`src/core/ppds_pkg.sv`:
```
// Purpose: shared constants and types of the parallel port data/status block
// Assumes: APB with 32-bit data, byte addresses on 8 address bits
// Notes: one aligned word per register, upper bits read as zero
package ppds_pkg;
    localparam int ADDR_W = 8;
    localparam int DATA_W = 16;
    localparam int SLOTS = 4;

    localparam logic [ADDR_W-1:0] ADDR_OUT_DATA = 8'h00;
    localparam logic [ADDR_W-1:0] ADDR_IN_DATA = 8'h04;
    localparam logic [ADDR_W-1:0] ADDR_STATUS = 8'h08;
    localparam logic [ADDR_W-1:0] ADDR_CONTROL = 8'h0C;
    localparam logic [ADDR_W-1:0] ADDR_CAPTURE = 8'h10;
    localparam logic [3:0] SLOT_PAGE = 4'h2;

    localparam int ST_ALL_IN_FULL = 15;
    localparam int ST_IN_OVR = 14;
    localparam int ST_IN_FULL_LO = 8;
    localparam int ST_ALL_OUT_EMPTY = 7;
    localparam int ST_OUT_UNR = 6;
    localparam int ST_OUT_EMPTY_LO = 0;

    localparam int CTL_MASTER = 0;
    localparam int CTL_DUAL = 1;
    localparam int CTL_WIDE = 2;
    localparam int CTL_BUSY = 8;

    localparam logic [DATA_W-1:0] DATA_RST = 16'h0000;
    localparam logic [DATA_W-1:0] NARROW_MASK = 16'h00FF;
    localparam logic [SLOTS-1:0] IN_FULL_RST = 4'h0;
    localparam logic [SLOTS-1:0] OUT_EMPTY_RST = 4'hF;

    localparam int CLK_NS = 100;
    localparam int STROBE_NS = 300;
    localparam logic [3:0] STROBE_CYC = 4'((STROBE_NS + CLK_NS - 1) / CLK_NS);

    typedef enum logic [1:0] {XF_IDLE, XF_WRITE, XF_READ} ppds_xfer_t;
endpackage : ppds_pkg

```
`src/core/ppds_sync.sv`:
```
// Purpose: two-flop synchroniser for pin inputs
// Assumes: inputs are quasi-static across a couple of clocks
// Notes: first stage feeds only the second stage
`timescale 1ns/1ps
module ppds_sync #(
    parameter int W = 1
) (
    input wire logic pclk,
    input wire logic presetn,
    input wire logic [W-1:0] d,
    output logic [W-1:0] q
);
    typedef struct packed {
        logic [W-1:0] s1;
        logic [W-1:0] s2;
    } ppds_sync_st_t;

    ppds_sync_st_t st_r;
    ppds_sync_st_t st_nxt;

    always_comb begin
        st_nxt.s1 = d;
        st_nxt.s2 = st_r.s1;
    end

    always_ff @(posedge pclk or negedge presetn) begin
        if (!presetn) begin
            st_r <= '0;
        end else begin
            st_r <= st_nxt;
        end
    end

    assign q = st_r.s2;
endmodule : ppds_sync

```
`src/core/ppds_slots.sv`:
```
// Purpose: four input and four output byte slots for slave operation
// Assumes: strobes are one-cycle pulses from the same clock
// Notes: hardware set of a flag wins over a clear in the same cycle
`timescale 1ns/1ps
module ppds_slots
    import ppds_pkg::*;
#(
    parameter int NSLOT = ppds_pkg::SLOTS
) (
    input wire logic pclk,
    input wire logic presetn,
    input wire logic ext_wr,
    input wire logic ext_rd,
    input wire logic [$clog2(NSLOT)-1:0] ext_sel,
    input wire logic [7:0] ext_byte,
    input wire logic [NSLOT-1:0] sw_load,
    input wire logic [NSLOT*8-1:0] load_data,
    input wire logic [NSLOT-1:0] sw_take,
    input wire logic ovr_clr,
    input wire logic unr_clr,
    output logic [NSLOT*8-1:0] in_bytes,
    output logic [NSLOT-1:0] in_full,
    output logic [NSLOT-1:0] out_empty,
    output logic in_ovr,
    output logic out_unr,
    output logic [7:0] rd_byte
);
    typedef struct packed {
        logic [NSLOT-1:0][7:0] in_mem;
        logic [NSLOT-1:0][7:0] out_mem;
        logic [NSLOT-1:0] in_full;
        logic [NSLOT-1:0] out_empty;
        logic in_ovr;
        logic out_unr;
    } ppds_slots_st_t;

    ppds_slots_st_t st_r;
    ppds_slots_st_t st_nxt;

    always_comb begin
        st_nxt = st_r;
        if (ovr_clr) begin
            st_nxt.in_ovr = 1'b0;
        end
        if (unr_clr) begin
            st_nxt.out_unr = 1'b0;
        end
        for (int k = 0; k < NSLOT; k++) begin
            if (sw_load[k]) begin
                st_nxt.out_mem[k] = load_data[k*8 +: 8];
                st_nxt.out_empty[k] = 1'b0;
            end
            if (sw_take[k]) begin
                st_nxt.in_full[k] = 1'b0;
            end
        end
        if (ext_wr) begin
            if (st_r.in_full[ext_sel] && !sw_take[ext_sel]) begin
                st_nxt.in_ovr = 1'b1;
            end else begin
                st_nxt.in_mem[ext_sel] = ext_byte;
                st_nxt.in_full[ext_sel] = 1'b1;
            end
        end
        if (ext_rd) begin
            if (st_r.out_empty[ext_sel]) begin
                st_nxt.out_unr = 1'b1;
            end else begin
                st_nxt.out_empty[ext_sel] = 1'b1;
            end
        end
    end

    always_ff @(posedge pclk or negedge presetn) begin
        if (!presetn) begin
            st_r <= '0;
            st_r.in_full <= IN_FULL_RST;
            st_r.out_empty <= OUT_EMPTY_RST;
        end else begin
            st_r <= st_nxt;
        end
    end

    assign in_bytes = st_r.in_mem;
    assign in_full = st_r.in_full;
    assign out_empty = st_r.out_empty;
    assign in_ovr = st_r.in_ovr;
    assign out_unr = st_r.out_unr;
    assign rd_byte = st_r.out_mem[ext_sel];
endmodule : ppds_slots

```
`src/core/ppds_top.sv`:
```
// Purpose: APB data/status registers and external port of a parallel port
// Assumes: external strobes are asynchronous and held at least 3 clocks
// Notes: zero-wait APB slave, read data captured in the setup cycle
//
// Decided for this implementation: the register addresses and the APB slave port.
`timescale 1ns/1ps
module ppds_top
    import ppds_pkg::*;
(
    input wire logic pclk,
    input wire logic presetn,
    input wire logic psel,
    input wire logic penable,
    input wire logic pwrite,
    input wire logic [ppds_pkg::ADDR_W-1:0] paddr,
    input wire logic [31:0] pwdata,
    input wire logic [3:0] pstrb,
    output logic [31:0] prdata,
    output logic pready,
    output logic pslverr,
    input wire logic ext_cs_n,
    input wire logic ext_rd_n,
    input wire logic ext_wr_n,
    input wire logic [1:0] ext_addr,
    input wire logic [ppds_pkg::DATA_W-1:0] ext_din,
    output logic [ppds_pkg::DATA_W-1:0] ext_dout,
    output logic ext_doe,
    output logic port_rd_n,
    output logic port_wr_n
);
    import ppds_pkg::*;

    localparam int PIN_W = 3 + 2 + DATA_W;

    typedef struct packed {
        logic [DATA_W-1:0] out_data;
        logic [DATA_W-1:0] in_data;
        logic [DATA_W-1:0] capture;
        logic master;
        logic dual;
        logic wide;
        ppds_xfer_t xf;
        logic [3:0] cnt;
        logic [DATA_W-1:0] pdout;
        logic pdoe;
        logic prd_n;
        logic pwr_n;
        logic [31:0] rdata;
        logic slverr;
        logic rd_n_q;
        logic wr_n_q;
    } ppds_top_st_t;

    ppds_top_st_t st_r;
    ppds_top_st_t st_nxt;

    function automatic logic msb_hit(input logic [3:0] s, input logic w);
        msb_hit = w ? s[1] : s[0];
    endfunction : msb_hit

    function automatic logic [DATA_W-1:0] merge16(input logic [DATA_W-1:0] o,
        input logic [DATA_W-1:0] n, input logic [1:0] s);
        merge16 = {s[1] ? n[15:8] : o[15:8], s[0] ? n[7:0] : o[7:0]};
    endfunction : merge16

    function automatic logic is_slot(input logic [ADDR_W-1:0] a);
        is_slot = (a[7:4] == SLOT_PAGE) && (a[1:0] == 2'b00);
    endfunction : is_slot

    logic [PIN_W-1:0] pins_s;
    logic cs_n_s;
    logic rd_n_s;
    logic wr_n_s;
    logic [1:0] sel_s;
    logic [DATA_W-1:0] din_s;

    ppds_sync #(
        .W(PIN_W)
    ) u_sync (
        .pclk(pclk),
        .presetn(presetn),
        .d({ext_cs_n, ext_rd_n, ext_wr_n, ext_addr, ext_din}),
        .q(pins_s)
    );

    assign {cs_n_s, rd_n_s, wr_n_s, sel_s, din_s} = pins_s;

    logic wr_acc;
    logic rd_acc;
    logic idle;
    logic start_dual;
    logic start_in_wr;
    logic start_in_rd;
    logic ext_wr_p;
    logic ext_rd_p;
    logic slot_acc;
    logic [1:0] slot_idx;
    logic [SLOTS-1:0] sw_load;
    logic [SLOTS-1:0] sw_take;
    logic [SLOTS*8-1:0] load_data;
    logic ovr_clr;
    logic unr_clr;
    logic [SLOTS*8-1:0] in_bytes;
    logic [SLOTS-1:0] in_full;
    logic [SLOTS-1:0] out_empty;
    logic in_ovr;
    logic out_unr;
    logic [7:0] rd_byte;
    logic [31:0] status_word;
    logic [31:0] control_word;
    logic [SLOTS-1:0] sel_hot;

    assign wr_acc = psel && penable && pwrite;
    assign rd_acc = psel && penable && !pwrite;
    assign idle = (st_r.xf == XF_IDLE);
    assign slot_acc = psel && penable && is_slot(paddr);
    assign slot_idx = paddr[3:2];
    assign sel_hot = 4'h1 << sel_s;
    assign start_dual = st_r.master && st_r.dual && wr_acc
        && (paddr == ADDR_OUT_DATA) && msb_hit(pstrb, st_r.wide);
    assign start_in_wr = st_r.master && !st_r.dual && wr_acc
        && (paddr == ADDR_IN_DATA) && msb_hit(pstrb, st_r.wide);
    // reads carry no strobes, so any read of this word is an MSB read
    assign start_in_rd = st_r.master && !st_r.dual && rd_acc
        && (paddr == ADDR_IN_DATA);
    // strobes act on their synchronised falling edge, slave mode only
    assign ext_wr_p = !st_r.master && !cs_n_s && st_r.wr_n_q && !wr_n_s;
    assign ext_rd_p = !st_r.master && !cs_n_s && st_r.rd_n_q && !rd_n_s;

    always_comb begin
        status_word = 32'h0000_0000;
        status_word[ST_ALL_IN_FULL] = &in_full;
        status_word[ST_IN_OVR] = in_ovr;
        status_word[ST_IN_FULL_LO +: SLOTS] = in_full;
        status_word[ST_ALL_OUT_EMPTY] = &out_empty;
        status_word[ST_OUT_UNR] = out_unr;
        status_word[ST_OUT_EMPTY_LO +: SLOTS] = out_empty;
        control_word = 32'h0000_0000;
        control_word[CTL_MASTER] = st_r.master;
        control_word[CTL_DUAL] = st_r.dual;
        control_word[CTL_WIDE] = st_r.wide;
        control_word[CTL_BUSY] = !idle;
    end

    always_comb begin
        st_nxt = st_r;
        sw_load = '0;
        sw_take = '0;
        load_data = '0;
        ovr_clr = 1'b0;
        unr_clr = 1'b0;
        st_nxt.rd_n_q = rd_n_s;
        st_nxt.wr_n_q = wr_n_s;
        if (psel && !penable) begin
            st_nxt.slverr = 1'b0;
            st_nxt.rdata = 32'h0000_0000;
            if (paddr == ADDR_OUT_DATA) begin
                st_nxt.rdata = {16'h0000, st_r.out_data};
            end else if (paddr == ADDR_IN_DATA) begin
                st_nxt.rdata = {16'h0000, st_r.in_data};
            end else if (paddr == ADDR_STATUS) begin
                st_nxt.rdata = status_word;
            end else if (paddr == ADDR_CONTROL) begin
                st_nxt.rdata = control_word;
            end else if (paddr == ADDR_CAPTURE) begin
                st_nxt.rdata = {16'h0000, st_r.capture};
            end else if (is_slot(paddr)) begin
                st_nxt.rdata = {24'h000000, in_bytes[slot_idx*8 +: 8]};
            end else begin
                st_nxt.slverr = 1'b1;
            end
        end
        if (wr_acc) begin
            if (paddr == ADDR_OUT_DATA) begin
                st_nxt.out_data = merge16(st_r.out_data, pwdata[15:0],
                    pstrb[1:0]);
                // output data doubles as slots 0 and 1 for the external read
                if (!st_r.master) begin
                    sw_load[1:0] = pstrb[1:0];
                    load_data[15:0] = pwdata[15:0];
                end
            end else if (paddr == ADDR_IN_DATA) begin
                st_nxt.in_data = merge16(st_r.in_data, pwdata[15:0],
                    pstrb[1:0]);
            end else if (paddr == ADDR_STATUS) begin
                // flags are set only by hardware; writing zero clears
                ovr_clr = pstrb[1] && !pwdata[ST_IN_OVR];
                unr_clr = pstrb[0] && !pwdata[ST_OUT_UNR];
            end else if (paddr == ADDR_CONTROL) begin
                if (pstrb[0]) begin
                    st_nxt.master = pwdata[CTL_MASTER];
                    st_nxt.dual = pwdata[CTL_DUAL];
                    st_nxt.wide = pwdata[CTL_WIDE];
                end
            end else if (is_slot(paddr) && pstrb[0]) begin
                sw_load[slot_idx] = 1'b1;
                load_data[slot_idx*8 +: 8] = pwdata[7:0];
                if (slot_idx == 2'd0) begin
                    st_nxt.out_data[7:0] = pwdata[7:0];
                end else if (slot_idx == 2'd1) begin
                    st_nxt.out_data[15:8] = pwdata[7:0];
                end
            end
        end
        if (rd_acc && slot_acc && !st_r.master) begin
            sw_take[slot_idx] = 1'b1;
        end
        case (st_r.xf)
            XF_IDLE: begin
                // a trigger while busy is dropped; software polls busy first
                if (start_dual || start_in_wr) begin
                    st_nxt.xf = XF_WRITE;
                    st_nxt.cnt = 4'h0;
                    st_nxt.pdoe = 1'b1;
                    st_nxt.pwr_n = 1'b0;
                    st_nxt.pdout = (start_dual ? st_nxt.out_data
                        : st_nxt.in_data)
                        & (st_r.wide ? 16'hFFFF : NARROW_MASK);
                end else if (start_in_rd) begin
                    st_nxt.xf = XF_READ;
                    st_nxt.cnt = 4'h0;
                    st_nxt.prd_n = 1'b0;
                end
            end
            XF_WRITE: begin
                if (st_r.cnt == STROBE_CYC - 4'h1) begin
                    st_nxt.xf = XF_IDLE;
                    st_nxt.pwr_n = 1'b1;
                    st_nxt.pdoe = 1'b0;
                end else begin
                    st_nxt.cnt = st_r.cnt + 4'h1;
                end
            end
            XF_READ: begin
                if (st_r.cnt == STROBE_CYC - 4'h1) begin
                    st_nxt.xf = XF_IDLE;
                    st_nxt.prd_n = 1'b1;
                    st_nxt.capture = din_s
                        & (st_r.wide ? 16'hFFFF : NARROW_MASK);
                end else begin
                    st_nxt.cnt = st_r.cnt + 4'h1;
                end
            end
            default: begin
                st_nxt.xf = XF_IDLE;
            end
        endcase
        if (!st_r.master && idle) begin
            if (ext_rd_p) begin
                st_nxt.pdout = {8'h00, rd_byte};
                st_nxt.pdoe = 1'b1;
            end else if (st_r.pdoe && (rd_n_s || cs_n_s)) begin
                st_nxt.pdoe = 1'b0;
            end
        end
    end

    always_ff @(posedge pclk or negedge presetn) begin
        if (!presetn) begin
            st_r <= '0;
            st_r.out_data <= DATA_RST;
            st_r.in_data <= DATA_RST;
            st_r.capture <= DATA_RST;
            st_r.prd_n <= 1'b1;
            st_r.pwr_n <= 1'b1;
        end else begin
            st_r <= st_nxt;
        end
    end

    ppds_slots #(
        .NSLOT(SLOTS)
    ) u_slots (
        .pclk(pclk),
        .presetn(presetn),
        .ext_wr(ext_wr_p),
        .ext_rd(ext_rd_p),
        .ext_sel(sel_s),
        .ext_byte(din_s[7:0]),
        .sw_load(sw_load),
        .load_data(load_data),
        .sw_take(sw_take),
        .ovr_clr(ovr_clr),
        .unr_clr(unr_clr),
        .in_bytes(in_bytes),
        .in_full(in_full),
        .out_empty(out_empty),
        .in_ovr(in_ovr),
        .out_unr(out_unr),
        .rd_byte(rd_byte)
    );

    assign prdata = st_r.rdata;
    assign pready = 1'b1;
    assign pslverr = st_r.slverr;
    assign ext_dout = st_r.pdout;
    assign ext_doe = st_r.pdoe;
    assign port_rd_n = st_r.prd_n;
    assign port_wr_n = st_r.pwr_n;
    logic [7:0] out_lo;
    logic [DATA_W-1:0] in_data_q;
    assign out_lo = st_r.out_data[7:0];
    assign in_data_q = st_r.in_data;
endmodule : ppds_top

```
`config.mk`:
```
export PLATFORM = sky130hd
export DESIGN_NAME = ppds_top
export DESIGN_NICKNAME = d
export VERILOG_FILES = /design/src/core/ppds_pkg.sv /design/src/core/ppds_sync.sv /design/src/core/ppds_slots.sv /design/src/core/ppds_top.sv
export SDC_FILE = /design/constraint.sdc
export NUM_CORES = 1
export LEC_CHECK = 0
export BUFFER_PORTS_ARGS = -buffer_cell sky130_fd_sc_hd__buf_2
export CAP_MARGIN = 10
export CORE_MARGIN = 2
export CORE_UTILIZATION = 63
export DETAILED_ROUTE_END_ITERATION = 10
export PLACE_DENSITY_LB_ADDON = 0.1
export SYNTH_ARGS = -nofsm -noshare
export SYNTH_HDL_FRONTEND = slang
export SYNTH_SLANG_ARGS = --single-unit
```
`constraint.sdc`:
```
create_clock -name pclk -period 5 [get_ports pclk]
set_input_delay 1.5 -clock pclk [delete_from_list [all_inputs] [get_ports pclk]]
set_output_delay 1.5 -clock pclk [all_outputs]
set_load 0.1 [all_outputs]
```
==> metrics.md <==
| Metric | Value |
|---|---|
| Crit path arrival time | 4120 ps |
| Cts bufs inserted | 22 |
| Worst setup skew after layout | 32.50 ps |
| FF-to-FF setup slack | 1880 ps |
| DR vias | 7587 |
| CTS max path bufs | 3 |
| Share of post-route cells with drive strength above 1 | 0.2429 |
| Via density | 6.338 |
| Syn avg cell area | 10.97 um^2 |
| Fillers | 1112 |
| Top FF cell, synth | dfrtp_1 |
| IO Count | 123 |
| Crit path cell chain | buf_2 -> or4_1 -> buf_4 -> nor2_1 -> nand3_1 -> nand2_1 -> o21ai_0 |
| Final min period | 3700 ps |
| CP Capture Type | flop |
| Req. time, crit path | 5420 ps |
| Max Cap Violations | 0 |
| Overall die height | 130.1 um |
| Core Area | 0.01571 mm^2 |
| CTS Sinks | 211 |
| Placed insts | 1157 |
| Worst Tran Pin Value | 1163 ps |
| Port bufs | 87 |
| Total wire length | 27040 um |
| CP Capture Point | u_slots.out_empty[2] |
| Clk Latency, worst-skew pair | 520 ps |
| Core Rows | 46 |
| Post-Route Setup TNS | 0 ps |
| RSZ-0062 raised after global routing | false |
| Worst r2r src | u_sync.q[16] |
| CTS hold repair buffers | 0 |
| Pwr dens | 372.2 mW/mm^2 |
| PostCTS Resize Cnt | 0 |
| Hold Startpoint | u_sync.st_nxt[17] |
| Remaining Overflow, GRT | 0 |
| Initial Util | 0.6373 |
| Worst setup margin | 1300 ps |
| Mapped cell area | 0.01001 mm^2 |
| Leak pwr | 5.193 nW |
| EDFF count, synth | 0 |
| Cell variety after synth | 67 |
| Post-CTS Setup Inserts | 0 |
| DPL Wire Length | 19150 um |
| CP Launch Point | paddr[7] |
| Peak supply drop | 0.3546 mV |
| Cell Area, Placed | 0.01041 mm^2 |
| Detail Route Antenna Nets | 0 |
| Sequential share of the synthesized area | 0.5281 |
| Reg2Reg Depth | 4 |
| Final slew viol count | 0 |
| Tot Pwr | 4.163 mW |
| Placement Setup Slack | 790.2 ps |
| Max incr delay on CP | 710 ps |
| Worst hold slack | 339.9 ps |
| Fin cells | 1197 |
| Number of global-route vias before repair | 7330 |
| Avg WL per Cell | 22.59 um |
| Synth Warn # | 0 |
| Initial DRC Count | 660 |
| Seq cells post-synth | 211 |
| Design area | 0.01118 mm^2 |
| Die area | 0.01692 mm^2 |
| NumNets Final | 1048 |
| Hold Violations, Final | 0 |
| Die X | 130.1 um |
| CP max FO | 17 |
| Critical Path Start Type | input pin |
| GRT Total Usage | 0.3253 |
| FFs w/ async S/R, synth | 1.000 |
| Outcome | completed |
| Clock Pin Slew Worst Setup and Hold Paths | 70 ps |
| CP Class | input pin to flop |
| Routability cong. | 0.9708 |
| Largest net degree at the start of global routing | 79 |
| Antenna violations before repair | 1 |
| Final core utilization | 0.7118 |
| DRC violations left | 0 |
| Crit share post-route | 0.7400 |
| Max-Slew Margin vs Limit | 0.2246 |
| Area delta synth->final | 11.70% |
| Post-Syn Instances | 913 |
| CTS tree | yes |
| H-Tree Level Count | 1 |
| CTS root buffer | clkbuf_16 |
| Fmax | 270.3 MHz |
| Endpoints failing setup | 0 |
| FF-to-FF End | u_slots.in_bytes[5] |
| Hold crit path type | flop to flop |
| CP max stage cell | or4_1 |
| First-pass GRT wire length | 41580 um |
| Pre-antenna DRT Iters | 6 |
==> sequential cells by signal, summed over array words and instances, names as in the netlist, 3 cells and up <==
register	flops
st_r	32
u_slots.in_bytes	32
u_slots.st_r	32
u_sync.q	21
u_sync.st_nxt	21
ext_dout	16
in_data_q	16
prdata	16
out_lo	8
u_slots.in_full	4
u_slots.out_empty	4
control_word	3
==> power by group <==
group,switching [mW],internal (mW),leakage [nW]
registers,0.0861,1.83,2.74
clock network,0.667,1.06,0.365
logic,0.342,0.174,2.09
total,1.10,3.07,5.19
==> metal layers <==
layer  part of all wire  wire [um]  GRT usage
met1               0.42      11250     0.4592
met3              0.071       1932    0.04551
met2               0.47      12720     0.5079
met4              0.042       1142     0.1486
met5                  0          0          0
==> cells in the final DEF (no fill, tap or decap), types with 5 or more instances in the layout <==
cell | synthesis | layout
nand2_1 | 117 | 117
o22ai_1 | 16 | 16
a21oi_1 | 39 | 39
a221oi_1 | 9 | 9
and3_1 | 10 | 10
nand3_1 | 20 | 20
mux2i_1 | 12 | 12
dfstp_2 | 6 | 6
a22o_1 | 14 | 14
nor3_1 | 8 | 8
buf_4 | 49 | 24
a21o_1 | 15 | 15
buf_2 | 6 | 86
nor2_1 | 37 | 37
or4_1 | 5 | 5
conb_1 | 2 | 17
o311ai_0 | 8 | 8
dfrtp_1 | 205 | 205
ha_1 | 11 | 11
a31oi_1 | 16 | 16
or3_1 | 13 | 13
nor4_1 | 6 | 6
o21ai_0 | 63 | 63
a22oi_1 | 8 | 8
inv_1 | 23 | 23
o2bb2ai_1 | 6 | 6
mux2_2 | 52 | 52
mux4_2 | 19 | 19
nand4_1 | 5 | 5
clkbuf_16 | 0 | 22
==> layout make-up <==
cell class | instances | area [um^2] | area share
Clock inverter | 8 | 156.4 | 0.01398
Timing Repair Buffer | 113 | 649.4 | 0.05806
Antenna cell | 1 | 2.502 | 0.0002237
Inverter | 23 | 86.33 | 0.007719
Clock buffer | 29 | 606.8 | 0.05426
Tap cell | 216 | 270.3 | 0.02416
Sequential cell | 211 | 5288 | 0.4728
Multi-Input combinational cell | 596 | 4125 | 0.3688
==> cells in the mapped netlist (5+ instances only) <==
cell / n / share of area
nand4_1: 5 / 0.0031
mux4_2: 19 / 0.043
dfrtp_1: 205 / 0.51
or3_1: 13 / 0.0081
inv_1: 23 / 0.0086
buf_2: 6 / 0.0030
a221oi_1: 9 / 0.0079
o311ai_0: 8 / 0.0070
a22o_1: 14 / 0.012
a21o_1: 15 / 0.011
nand2_1: 117 / 0.044
dfstp_2: 6 / 0.016
ha_1: 11 / 0.014
mux2i_1: 12 / 0.012
nand3_1: 20 / 0.010
mux2_2: 52 / 0.058
nor2_1: 37 / 0.014
a22oi_1: 8 / 0.0060
o21ai_0: 63 / 0.031
clkbuf_1: 35 / 0.013
buf_4: 49 / 0.037
and3_1: 10 / 0.0062
nor3_1: 8 / 0.0040
o22ai_1: 16 / 0.010
a21oi_1: 39 / 0.019
o2bb2ai_1: 6 / 0.0052
nor4_1: 6 / 0.0037
or4_1: 5 / 0.0037
a31oi_1: 16 / 0.010
==> how the worst min path moves through the flow <==
stage / endpoint / slack (ps) / depth (start not counted)
CTS: u_sync.q[3] / 340 / 0
global route: u_sync.q[5] / 360 / 0
detailed placement: u_sync.q[9] / 330 / 0
global placement: u_sync.q[15] / 330 / 0
floorplan: u_sync.q[0] / 330 / 0
finish: u_sync.q[17] / 340 / 0
==> worst max-delay path, delay by kind of cell <==
kind	cells	cell delay, ps
buffers and inverters	2	390
and+or+nand+nor	4	2050
AOI/OAI and AO/OA	1	160
==> cell families (layout without fill, tap and decap cells) <==
family | Yosys count | in the layout | share of synthesized area
compound gates | 224 | 224 | 0.1457
fa+ha+maj | 11 | 11 | 0.01374
flops | 211 | 211 | 0.5281
simple gates | 261 | 261 | 0.1330
mux | 83 | 83 | 0.1132
other cells | 2 | 18 | 0.0007500
buf+inv | 121 | 173 | 0.06560
No activity file was read; power rests on OpenSTA's default activity.
